===== src/uif_map.vh =====
// Register map, field positions, reset values and trigger levels
// of the serial channel front end.
// Assumes inclusion by bare name from the channel modules.
`ifndef UIF_MAP_VH
`define UIF_MAP_VH

// --------------------------------------------------------------
// Register offsets within the 8-byte block
// --------------------------------------------------------------
`define UIF_OFS_DATA      3'h0
`define UIF_OFS_MASK      3'h1
`define UIF_OFS_IDENT     3'h2
`define UIF_OFS_LINE      3'h3

// --------------------------------------------------------------
// Field positions
// --------------------------------------------------------------
`define UIF_LFC_DIVACC    7
`define UIF_MSK_RXDATA    0
`define UIF_MSK_TXEMPTY   1
`define UIF_MSK_RXERR     2
`define UIF_MSK_MODEM     3
`define UIF_MSK_XOFF      4
`define UIF_MSK_RTSDTR    5
`define UIF_MSK_CTSDSR    6
`define UIF_QC_ENABLE     0
`define UIF_QC_RXFLUSH    1
`define UIF_QC_TXFLUSH    2
`define UIF_QC_TXTRIG_LO  4
`define UIF_QC_TXTRIG_HI  5
`define UIF_QC_RXTRIG_LO  6
`define UIF_QC_RXTRIG_HI  7

// --------------------------------------------------------------
// Reset values
// --------------------------------------------------------------
`define UIF_RST_RXHOLD    8'h00
`define UIF_RST_MASK      8'h00
`define UIF_RST_IDENT     8'hc1
`define UIF_RST_LINE      8'h03
`define UIF_RST_DIV       8'h00
`define UIF_RST_SAMPLE    8'h00
`define UIF_RST_TRIG      2'h0

// --------------------------------------------------------------
// Identification codes, highest priority first
// --------------------------------------------------------------
`define UIF_ID_RXERR      8'hc6
`define UIF_ID_RXDATA     8'hc4
`define UIF_ID_RXTMO      8'hcc
`define UIF_ID_TXEMPTY    8'hc2
`define UIF_ID_MODEM      8'hc0
`define UIF_ID_XOFF       8'hd0
`define UIF_ID_FLOW       8'he0
`define UIF_ID_NONE       8'hc1

// --------------------------------------------------------------
// Trigger levels in characters
// --------------------------------------------------------------
`define UIF_RXTRIG_N0     8'h01
`define UIF_RXTRIG_N1     8'h04
`define UIF_RXTRIG_N2     8'h08
`define UIF_RXTRIG_N3     8'h0e
`define UIF_RXTRIG_E0     8'h0f
`define UIF_RXTRIG_E1     8'h1f
`define UIF_RXTRIG_E2     8'h3f
`define UIF_RXTRIG_E3     8'h6f
`define UIF_TXTRIG_E0     8'h10
`define UIF_TXTRIG_E1     8'h20
`define UIF_TXTRIG_E2     8'h40
`define UIF_TXTRIG_E3     8'h70

`endif


===== src/uif_dummy_unused.v =====
// Not used.


===== src/uif_fifo.v =====
// Character queue with flush and a single-entry limit.
// Assumes one clock and a synchronised active-low reset.
module uif_fifo #(
    parameter WIDTH = 8,
    parameter DEPTH = 128,
    parameter AW    = 7
) (
    input  wire             clk,
    input  wire             rst_n,
    input  wire             flush,
    input  wire             limitOne,
    input  wire             push,
    input  wire [WIDTH-1:0] pushData,
    input  wire             pop,
    output wire [WIDTH-1:0] headData,
    output wire [AW:0]      count,
    output wire             full,
    output wire             empty
);

    reg [WIDTH-1:0] mem [0:DEPTH-1];
    reg [AW-1:0]    wrPtr_r;
    reg [AW-1:0]    rdPtr_r;
    reg [AW:0]      count_r;
    wire            doPush;
    wire            doPop;

    // --------------------------------------------------------------
    // Status and handshake
    // --------------------------------------------------------------
    assign count    = count_r;
    assign empty    = (count_r == {(AW+1){1'b0}});
    assign full     = limitOne ? !empty
                               : (count_r == DEPTH[AW:0]);
    assign doPush   = push && !full;
    assign doPop    = pop && !empty;
    assign headData = mem[rdPtr_r];

    // Storage array, no reset needed
    always @(posedge clk) begin
        if (doPush) begin
            mem[wrPtr_r] <= pushData;
        end
    end

    // Pointers and occupancy; flush empties the queue
    always @(posedge clk or negedge rst_n) begin
        if (!rst_n) begin
            wrPtr_r <= {AW{1'b0}};
            rdPtr_r <= {AW{1'b0}};
            count_r <= {(AW+1){1'b0}};
        end else if (flush) begin
            wrPtr_r <= {AW{1'b0}};
            rdPtr_r <= {AW{1'b0}};
            count_r <= {(AW+1){1'b0}};
        end else begin
            if (doPush) begin
                wrPtr_r <= wrPtr_r + 1'b1;
            end
            if (doPop) begin
                rdPtr_r <= rdPtr_r + 1'b1;
            end
            if (doPush && !doPop) begin
                count_r <= count_r + 1'b1;
            end else if (doPop && !doPush) begin
                count_r <= count_r - 1'b1;
            end
        end
    end

endmodule


===== src/uif_ctrl.v =====
// Host register front end of one serial channel: holding stages,
// interrupt mask and identification, queue control, divisor access.
// Assumes the serializer, line status and modem logic sit beside it
// on the same clock and present their pending conditions as levels.
`include "uif_map.vh"

module uif_ctrl #(
    parameter DEPTH = 128,
    parameter AW    = 7
) (
    input  wire       sys_clk,
    input  wire       arst_n,
    input  wire [2:0] regAddr,
    input  wire       regWr,
    input  wire       regRd,
    input  wire [7:0] regWrData,
    output wire [7:0] regRdData,
    input  wire       rxValid,
    input  wire [7:0] rxData,
    output wire       rxReady,
    output wire       txValid,
    output wire [7:0] txData,
    input  wire       txReady,
    input  wire       rxErrPend,
    input  wire       rxTimeoutPend,
    input  wire       modemPend,
    input  wire       xoffPend,
    input  wire       rtsDtrPend,
    input  wire       ctsDsrPend,
    input  wire       enhancedMode,
    output wire       irqOut,
    output wire       queueMode,
    output wire [7:0] lineFormat,
    output wire [7:0] divisorLow,
    output wire [7:0] divisorHigh,
    output wire [7:0] sampleClock
);

    // --------------------------------------------------------------
    // Trigger decode, shared by both directions
    // --------------------------------------------------------------
    function [7:0] trigLevel;
        input [1:0] sel;
        input       isRx;
        input       enh;
        begin
            case ({isRx, enh, sel})
                4'b1000: trigLevel = `UIF_RXTRIG_N0;
                4'b1001: trigLevel = `UIF_RXTRIG_N1;
                4'b1010: trigLevel = `UIF_RXTRIG_N2;
                4'b1011: trigLevel = `UIF_RXTRIG_N3;
                4'b1100: trigLevel = `UIF_RXTRIG_E0;
                4'b1101: trigLevel = `UIF_RXTRIG_E1;
                4'b1110: trigLevel = `UIF_RXTRIG_E2;
                4'b1111: trigLevel = `UIF_RXTRIG_E3;
                4'b0100: trigLevel = `UIF_TXTRIG_E0;
                4'b0101: trigLevel = `UIF_TXTRIG_E1;
                4'b0110: trigLevel = `UIF_TXTRIG_E2;
                4'b0111: trigLevel = `UIF_TXTRIG_E3;
                default: trigLevel = 8'h00;
            endcase
        end
    endfunction

    // --------------------------------------------------------------
    // Declarations
    // --------------------------------------------------------------
    reg        rstMeta_r;
    reg        rstSync_r;
    wire       rstSync_n;
    reg  [7:0] irqMask_r;
    reg  [7:0] lineFmt_r;
    reg  [7:0] divLow_r;
    reg  [7:0] divHigh_r;
    reg  [7:0] sample_r;
    reg        queueEn_r;
    reg  [1:0] txTrig_r;
    reg  [1:0] rxTrig_r;
    reg  [7:0] rdData_r;
    reg  [7:0] rdData_nxt;
    reg        irq_r;
    reg  [7:0] ident_nxt;
    wire       divAccess;
    wire       wrData;
    wire       wrMask;
    wire       wrQueue;
    wire       wrLine;
    wire       rdData;
    wire       modeChange;
    wire       rxFlush;
    wire       txFlush;
    wire       singleChar;
    wire [7:0] rxHead;
    wire [7:0] txHead;
    wire [AW:0] rxCount;
    wire [AW:0] txCount;
    wire       rxFull;
    wire       rxEmpty;
    wire       txFull;
    wire       txEmpty;
    wire [7:0] rxTrigChars;
    wire [7:0] txTrigChars;
    wire [AW:0] txFree;
    wire       rxAvail;
    wire       txLow;
    wire [6:0] srcPend;
    wire [6:0] srcEn;

    // --------------------------------------------------------------
    // Reset release through two flip-flops
    // --------------------------------------------------------------
    always @(posedge sys_clk or negedge arst_n) begin
        if (!arst_n) begin
            rstMeta_r <= 1'b0;
            rstSync_r <= 1'b0;
        end else begin
            rstMeta_r <= 1'b1;
            rstSync_r <= rstMeta_r;
        end
    end
    assign rstSync_n = rstSync_r;

    // --------------------------------------------------------------
    // Address decode
    // --------------------------------------------------------------
    assign divAccess = lineFmt_r[`UIF_LFC_DIVACC];
    assign wrData    = regWr && (regAddr == `UIF_OFS_DATA);
    assign wrMask    = regWr && (regAddr == `UIF_OFS_MASK);
    assign wrQueue   = regWr && (regAddr == `UIF_OFS_IDENT)
                       && !divAccess;
    assign wrLine    = regWr && (regAddr == `UIF_OFS_LINE);
    assign rdData    = regRd && (regAddr == `UIF_OFS_DATA)
                       && !divAccess;

    // Queue flush pulses, never stored; mode change empties both
    assign modeChange = wrQueue
        && (regWrData[`UIF_QC_ENABLE] != queueEn_r);
    assign rxFlush = (wrQueue && regWrData[`UIF_QC_RXFLUSH])
                     || modeChange;
    assign txFlush = (wrQueue && regWrData[`UIF_QC_TXFLUSH])
                     || modeChange;
    assign singleChar = !queueEn_r;

    // --------------------------------------------------------------
    // Writable registers
    // --------------------------------------------------------------
    always @(posedge sys_clk or negedge rstSync_n) begin
        if (!rstSync_n) begin
            irqMask_r <= `UIF_RST_MASK;
            lineFmt_r <= `UIF_RST_LINE;
            divLow_r  <= `UIF_RST_DIV;
            divHigh_r <= `UIF_RST_DIV;
            sample_r  <= `UIF_RST_SAMPLE;
            queueEn_r <= 1'b0;
            txTrig_r  <= `UIF_RST_TRIG;
            rxTrig_r  <= `UIF_RST_TRIG;
        end else begin
            if (wrData && divAccess) begin
                divLow_r <= regWrData;
            end
            if (wrMask) begin
                if (divAccess) begin
                    divHigh_r <= regWrData;
                end else begin
                    irqMask_r <= regWrData;
                end
            end
            if (regWr && (regAddr == `UIF_OFS_IDENT) && divAccess) begin
                sample_r <= regWrData;
            end
            if (wrLine) begin
                lineFmt_r <= regWrData;
            end
            // Bit 3 is reserved and dropped
            if (wrQueue) begin
                queueEn_r <= regWrData[`UIF_QC_ENABLE];
                txTrig_r  <= regWrData[`UIF_QC_TXTRIG_HI:
                                       `UIF_QC_TXTRIG_LO];
                rxTrig_r  <= regWrData[`UIF_QC_RXTRIG_HI:
                                       `UIF_QC_RXTRIG_LO];
            end
        end
    end

    // --------------------------------------------------------------
    // Receive and transmit queues
    // --------------------------------------------------------------
    uif_fifo #(
        .WIDTH (8),
        .DEPTH (DEPTH),
        .AW    (AW)
    ) rxQueue (
        .clk      (sys_clk),
        .rst_n    (rstSync_n),
        .flush    (rxFlush),
        .limitOne (singleChar),
        .push     (rxValid),
        .pushData (rxData),
        .pop      (rdData),
        .headData (rxHead),
        .count    (rxCount),
        .full     (rxFull),
        .empty    (rxEmpty)
    );

    uif_fifo #(
        .WIDTH (8),
        .DEPTH (DEPTH),
        .AW    (AW)
    ) txQueue (
        .clk      (sys_clk),
        .rst_n    (rstSync_n),
        .flush    (txFlush),
        .limitOne (singleChar),
        .push     (wrData && !divAccess),
        .pushData (regWrData),
        .pop      (txReady),
        .headData (txHead),
        .count    (txCount),
        .full     (txFull),
        .empty    (txEmpty)
    );

    // Serial side handshakes
    assign rxReady = !rxFull;
    assign txValid = !txEmpty;
    assign txData  = txHead;

    // --------------------------------------------------------------
    // Trigger thresholds and queue-level sources
    // --------------------------------------------------------------
    assign rxTrigChars = trigLevel(rxTrig_r, 1'b1, enhancedMode);
    assign txTrigChars = trigLevel(txTrig_r, 1'b0, enhancedMode);
    assign txFree      = DEPTH[AW:0] - txCount;

    // Thresholds count only with queues on; transmit also needs enhanced mode
    assign rxAvail = queueEn_r
        ? (rxCount >= rxTrigChars[AW:0])
        : !rxEmpty;
    assign txLow = (queueEn_r && enhancedMode)
        ? (txFree >= txTrigChars[AW:0])
        : txEmpty;

    // Pending sources indexed by mask bit
    assign srcPend[`UIF_MSK_RXDATA]  = rxAvail || rxTimeoutPend;
    assign srcPend[`UIF_MSK_TXEMPTY] = txLow;
    assign srcPend[`UIF_MSK_RXERR]   = rxErrPend;
    assign srcPend[`UIF_MSK_MODEM]   = modemPend;
    assign srcPend[`UIF_MSK_XOFF]    = xoffPend;
    assign srcPend[`UIF_MSK_RTSDTR]  = rtsDtrPend;
    assign srcPend[`UIF_MSK_CTSDSR]  = ctsDsrPend;

    // Mask gating, one bit per source
    genvar g;
    generate
        for (g = 0; g < 7; g = g + 1) begin : gateSrc
            assign srcEn[g] = srcPend[g] && irqMask_r[g];
        end
    endgenerate

    // --------------------------------------------------------------
    // Priority encoder for identification
    // --------------------------------------------------------------
    always @* begin
        if (srcEn[`UIF_MSK_RXERR]) begin
            ident_nxt = `UIF_ID_RXERR;
        end else if (irqMask_r[`UIF_MSK_RXDATA] && rxAvail) begin
            ident_nxt = `UIF_ID_RXDATA;
        end else if (irqMask_r[`UIF_MSK_RXDATA] && rxTimeoutPend) begin
            ident_nxt = `UIF_ID_RXTMO;
        end else if (srcEn[`UIF_MSK_TXEMPTY]) begin
            ident_nxt = `UIF_ID_TXEMPTY;
        end else if (srcEn[`UIF_MSK_MODEM]) begin
            ident_nxt = `UIF_ID_MODEM;
        end else if (srcEn[`UIF_MSK_XOFF]) begin
            ident_nxt = `UIF_ID_XOFF;
        end else if (srcEn[`UIF_MSK_RTSDTR]
                     || srcEn[`UIF_MSK_CTSDSR]) begin
            ident_nxt = `UIF_ID_FLOW;
        end else begin
            ident_nxt = `UIF_ID_NONE;
        end
    end

    // --------------------------------------------------------------
    // Read data mux
    // --------------------------------------------------------------
    always @* begin
        case (regAddr)
            `UIF_OFS_DATA: begin
                if (divAccess) begin
                    rdData_nxt = divLow_r;
                end else if (rxEmpty) begin
                    rdData_nxt = `UIF_RST_RXHOLD;
                end else begin
                    rdData_nxt = rxHead;
                end
            end
            `UIF_OFS_MASK: begin
                rdData_nxt = divAccess ? divHigh_r : irqMask_r;
            end
            `UIF_OFS_IDENT: begin
                rdData_nxt = divAccess ? sample_r
                                       : ident_nxt;
            end
            `UIF_OFS_LINE: begin
                rdData_nxt = lineFmt_r;
            end
            default: begin
                rdData_nxt = 8'h00;
            end
        endcase
    end

    // Read data register; holds between reads
    always @(posedge sys_clk or negedge rstSync_n) begin
        if (!rstSync_n) begin
            rdData_r <= `UIF_RST_IDENT & 8'h00;
        end else if (regRd) begin
            rdData_r <= rdData_nxt;
        end
    end

    // --------------------------------------------------------------
    // Interrupt output
    // --------------------------------------------------------------
    always @(posedge sys_clk or negedge rstSync_n) begin
        if (!rstSync_n) begin
            irq_r <= 1'b0;
        end else begin
            irq_r <= |srcEn;
        end
    end

    // --------------------------------------------------------------
    // Outputs
    // --------------------------------------------------------------
    assign regRdData   = rdData_r;
    assign irqOut      = irq_r;
    assign queueMode   = queueEn_r;
    assign lineFormat  = lineFmt_r;
    assign divisorLow  = divLow_r;
    assign divisorHigh = divHigh_r;
    assign sampleClock = sample_r;

endmodule


===== config.mk =====
export PLATFORM = sky130hd
export DESIGN_NAME = uif_ctrl
export DESIGN_NICKNAME = d
export VERILOG_FILES = /design/src/uif_dummy_unused.v /design/src/uif_fifo.v /design/src/uif_ctrl.v
export VERILOG_INCLUDE_DIRS = /design/src
export SDC_FILE = /design/constraint.sdc
export NUM_CORES = 2
export LEC_CHECK = 0
export BUFFER_PORTS_ARGS = -buffer_cell sky130_fd_sc_hd__buf_2
export CAP_MARGIN = 20
export CORE_MARGIN = 8
export CORE_UTILIZATION = 50
export CTS_CLUSTER_DIAMETER = 200
export CTS_CLUSTER_SIZE = 24
export DETAILED_ROUTE_END_ITERATION = 8
export HOLD_SLACK_MARGIN = 0.1
export PLACE_DENSITY = 0.65
export SLEW_MARGIN = 20
export SYNTH_ARGS = -nofsm -noshare
export SYNTH_HDL_FRONTEND = slang
export SYNTH_SLANG_ARGS = --single-unit

===== constraint.sdc =====
create_clock -name sys_clk -period 8.3 [get_ports sys_clk]
set_clock_uncertainty 0.1 [all_clocks]
set_input_delay 0.415 -clock sys_clk [delete_from_list [all_inputs] [get_ports sys_clk]]
set_output_delay 0.415 -clock sys_clk [all_outputs]
set_load 0.05 [all_outputs]

==> impl_metrics.py <==
metrics = {
    "placed_design": {
        "port_buffers": 83,
        "routabilityCongestion": 0.8581,
        "dp_hpwl_mm": 124.0,
    },
    "timing": {
        "relSlewSlack": 0.1939,
        "finalCritPeriodShare": 0.6726,
        "worst_pin_slew_ps": 1205,
        "period_minus_slack_ps": 5583,
        "finalSetupViolCount": 0,
        "hold_slack_ps": 157.6,
        "hold_viol": 0,
        "tns_ps": 0,
        "rsz0062_at_grt": "false",
        "timing.final.max_slew_violations": 0,
        "max_freq_mhz": 179.1,
    },
    "route": {
        "ant_nets": 0,
        "dr.pass1.iters": 6,
        "wl_per_cell_um": 31.20,
        "drc": 0,
        "via_per_inst": 6.324,
        "routed_wl_mm": 199.9,
        "num_vias": 40515,
        "drtIter0Drc": 4656,
    },
    "grt": {
        "grt_overflow": 0,
        "grt_pass1_vias": 40694,
        "antenna_found_initial": 2,
        "grt_pass1_wl_mm": 291.4,
        "grt_max_degree": 175,
        "grtUsageTotal": 0.2176,
    },
    "synth": {
        "syn-num-nets": 4141,
        "ys.flop_type": "edfxtp_1",
        "yosysWarnings": 0,
        "ys_async_sr_fraction": 0.04655,
        "syn_area_um2": 84570,
        "synth_top_area_share": 0.7272,
        "yosys.cell_types.count": 71,
        "synthTopCellsByArea": "edfxtp_1 (73%), mux4_2 (14%), dfrtp_1 (2.9%), mux2i_1 (1.8%), nor2_1 (1.5%)",
        "yosys_register_bits": 2148,
        "avgSynthCellArea_um2": 20.72,
        "netlist_instances": 4081,
        "ys_seq_area_frac": 0.7568,
        "synth.top_cells.by_count": "edfxtp_1 (2,048), mux4_2 (542), nor2_1 (347)",
        "synth_top_cell_by_area": "edfxtp_1",
        "yosysMostFrequentCell": "edfxtp_1",
        "synth_edf_count": 2048,
    },
    "run_status": {
        "outcome": "finished, final reports clean",
    },
    "clock_tree": {
        "cts_root_buffer": "clkbuf_16",
        "cts.reportedPaths.clkPinSlew_ps": 100,
        "post_cts_buffers": 0,
        "numCtsBuffers": 99,
        "clock-sinks": 2148,
        "cts_max_level": 3,
        "cts_tree": "yes",
        "clock_latency_ps": 780,
        "clk_path_buf_depth": 3,
    },
    "critical_path": {
        "required_ps": 7790,
        "r2r_slack_ps": 3450,
        "crit_path_end": "txData[6]",
        "cp.depth": 7,
        "cp_top_family": "buffers and inverters",
        "cp_num_buf_inv": 3,
        "path_common_cell": "mux4_2",
        "path_max_fanout": 94,
        "r2r_start": "rxQueue.rdPtr_r[1]",
        "crit_path_max_incr_delay_ps": 950,
        "critPathKind": "reg -> out",
        "worstPathArrival_ps": 5070,
        "rr_endpoint": "regRdData[0]",
        "cp-startpoint": "txQueue.rdPtr_r[0]",
        "start_kind": "register",
        "cp-end-kind": "output pin",
        "crit_path_cell_trace": "buf_12 > buf_4 > mux4_2 > mux4_2 > mux2i_1 > a221oi_1 > buf_2",
        "cp_slowest_cell": "dfrtp_4",
        "r2r_cells": 9,
    },
    "layout": {
        "syn2layout_area_growth_pct": 7.169,
        "finish.net_count": 4212,
        "antenna_cells": 0,
        "drive_gt1_frac": 0.2117,
        "fillCellCount": 12821,
        "reg_top3": "rxQueue.mem (1024), txQueue.mem (1024)",
    },
    "die": {
        "ios": 84,
        "core_um2": 168700,
        "die_w_um": 427.3,
        "dieArea_um2": 182600,
        "initial_core_util": 0.5013,
        "dieHeight_um": 427.3,
        "num_rows": 151,
    },
    "power": {
        "power_density_nw_per_um2": 281.1,
        "power_leakage_uw": 0.02755,
        "max-vdd-ir-drop_uv": 246.8,
    },
    "flow_run": {
        "maxCapViolCount": 0,
    },
    "hold_path": {
        "hp-class": "in -> reg",
    },
}
## layout make-up
class	instances	area (µm²)	share of cell area
Clock buffer	133	2669	0.02944
Clock inverter	5	70.07	0.0007730
Inverter	25	93.84	0.001035
Multi-Input combinational cell	1692	19580	0.2160
Sequential cell	2148	64030	0.7065
Tap cell	2218	2775	0.03062
Timing Repair Buffer	186	1421	0.01568
## worst register-to-register path, stage by stage, from the launching register on
cell and delay (ps):
dfrtp_4 1000, buf_4 720, mux4_2 470, a22o_1 280, a221oi_1 410, o22ai_1 370
nor3_1 450, or3_1 280, a21oi_1 90, dlygate4sd3_1 560
## power breakdown
group          leakage (µW)  switching [µW]  internal (µW)
combinational       0.00658            4210           3320
clock               0.00133            3220           2270
sequential           0.0196             433          12000
total                0.0275            7860          17600
## stage by stage
step	power, µW	std cells	util	worst slack [ps]	cell area [µm²]
after floorplan	17800	4081	-	4353	84570
after global placement	20250	6239	0.5191	3426	87580
after detailed placement	20290	6239	0.5191	3431	87580
after CTS	25650	6406	0.5371	2577	90610
after global routing	26310	6407	0.5372	2303	90640
final	25480	6407	0.5372	2717	90640
## placed cells by master (no fill, tap or decap), types with 7 or more instances in the layout
master	count
nand4_1	13
a221oi_1	36
dfrtp_4	7
buf_4	81
nand2_1	107
or3_1	10
nand3b_1	10
and2_1	8
nand3_1	30
xor2_1	13
buf_2	67
inv_1	20
a22o_1	19
clkbuf_1	31
a22oi_1	27
dfrtp_1	89
a31oi_1	11
o221ai_1	14
mux4_2	542
clkbuf_16	102
nor2b_1	20
ha_1	26
nor3_1	16
o21ai_0	51
a211oi_1	8
nor2_1	343
o22ai_1	18
a21oi_1	59
xnor2_1	23
mux2i_1	149
edfxtp_1	2048
buf_12	8
dlygate4sd3_1	29
mux2_2	53
## metal layers
layer / GRT usage / wire length, µm / vias to the layer above
li1: - / - / 16881
met1: 0.3058 / 80940 / 21654
met2: 0.3580 / 98520 / 1663
met3: 0.02860 / 13010 / 315
met4: 0.06935 / 7408 / 2
met5: 0 / 12 / -
## repair_timing
action | in CTS | in global routing
gates resized for setup | 0 | 0
endpoints found under the hold margin | 410 | 0
hold buffers | 29 | 0
## worst min path at each step
stage | to | slack (ps) | depth (start not counted) | from
finish | txQueue.mem[6][7] | 160 | 1 | regWrData[7]
global route | txQueue.mem[46][5] | 150 | 1 | regWrData[5]
CTS | txQueue.mem[46][5] | 110 | 1 | regWrData[5]
detailed placement | rstMeta_r | 190 | 1 | arst_n
global placement | rstMeta_r | 190 | 1 | arst_n
floorplan | rstMeta_r | 20 | 0 | arst_n
## logic make-up (layout without fill, tap and decap cells)
family | after synthesis | after routing | share of synthesized area
flip-flops | 2148 | 2148 | 0.7568
multiplexers | 744 | 744 | 0.1690
AND/OR/NAND/NOR | 590 | 590 | 0.03002
AO/OA/AOI/OAI | 292 | 292 | 0.02388
buffers and inverters | 241 | 349 | 0.01203
XOR/XNOR | 37 | 37 | 0.003920
adder cells (fa/ha/maj) | 28 | 28 | 0.004320
other | 1 | 1 | 0.00004434
Power figures use the tool's default switching activity.
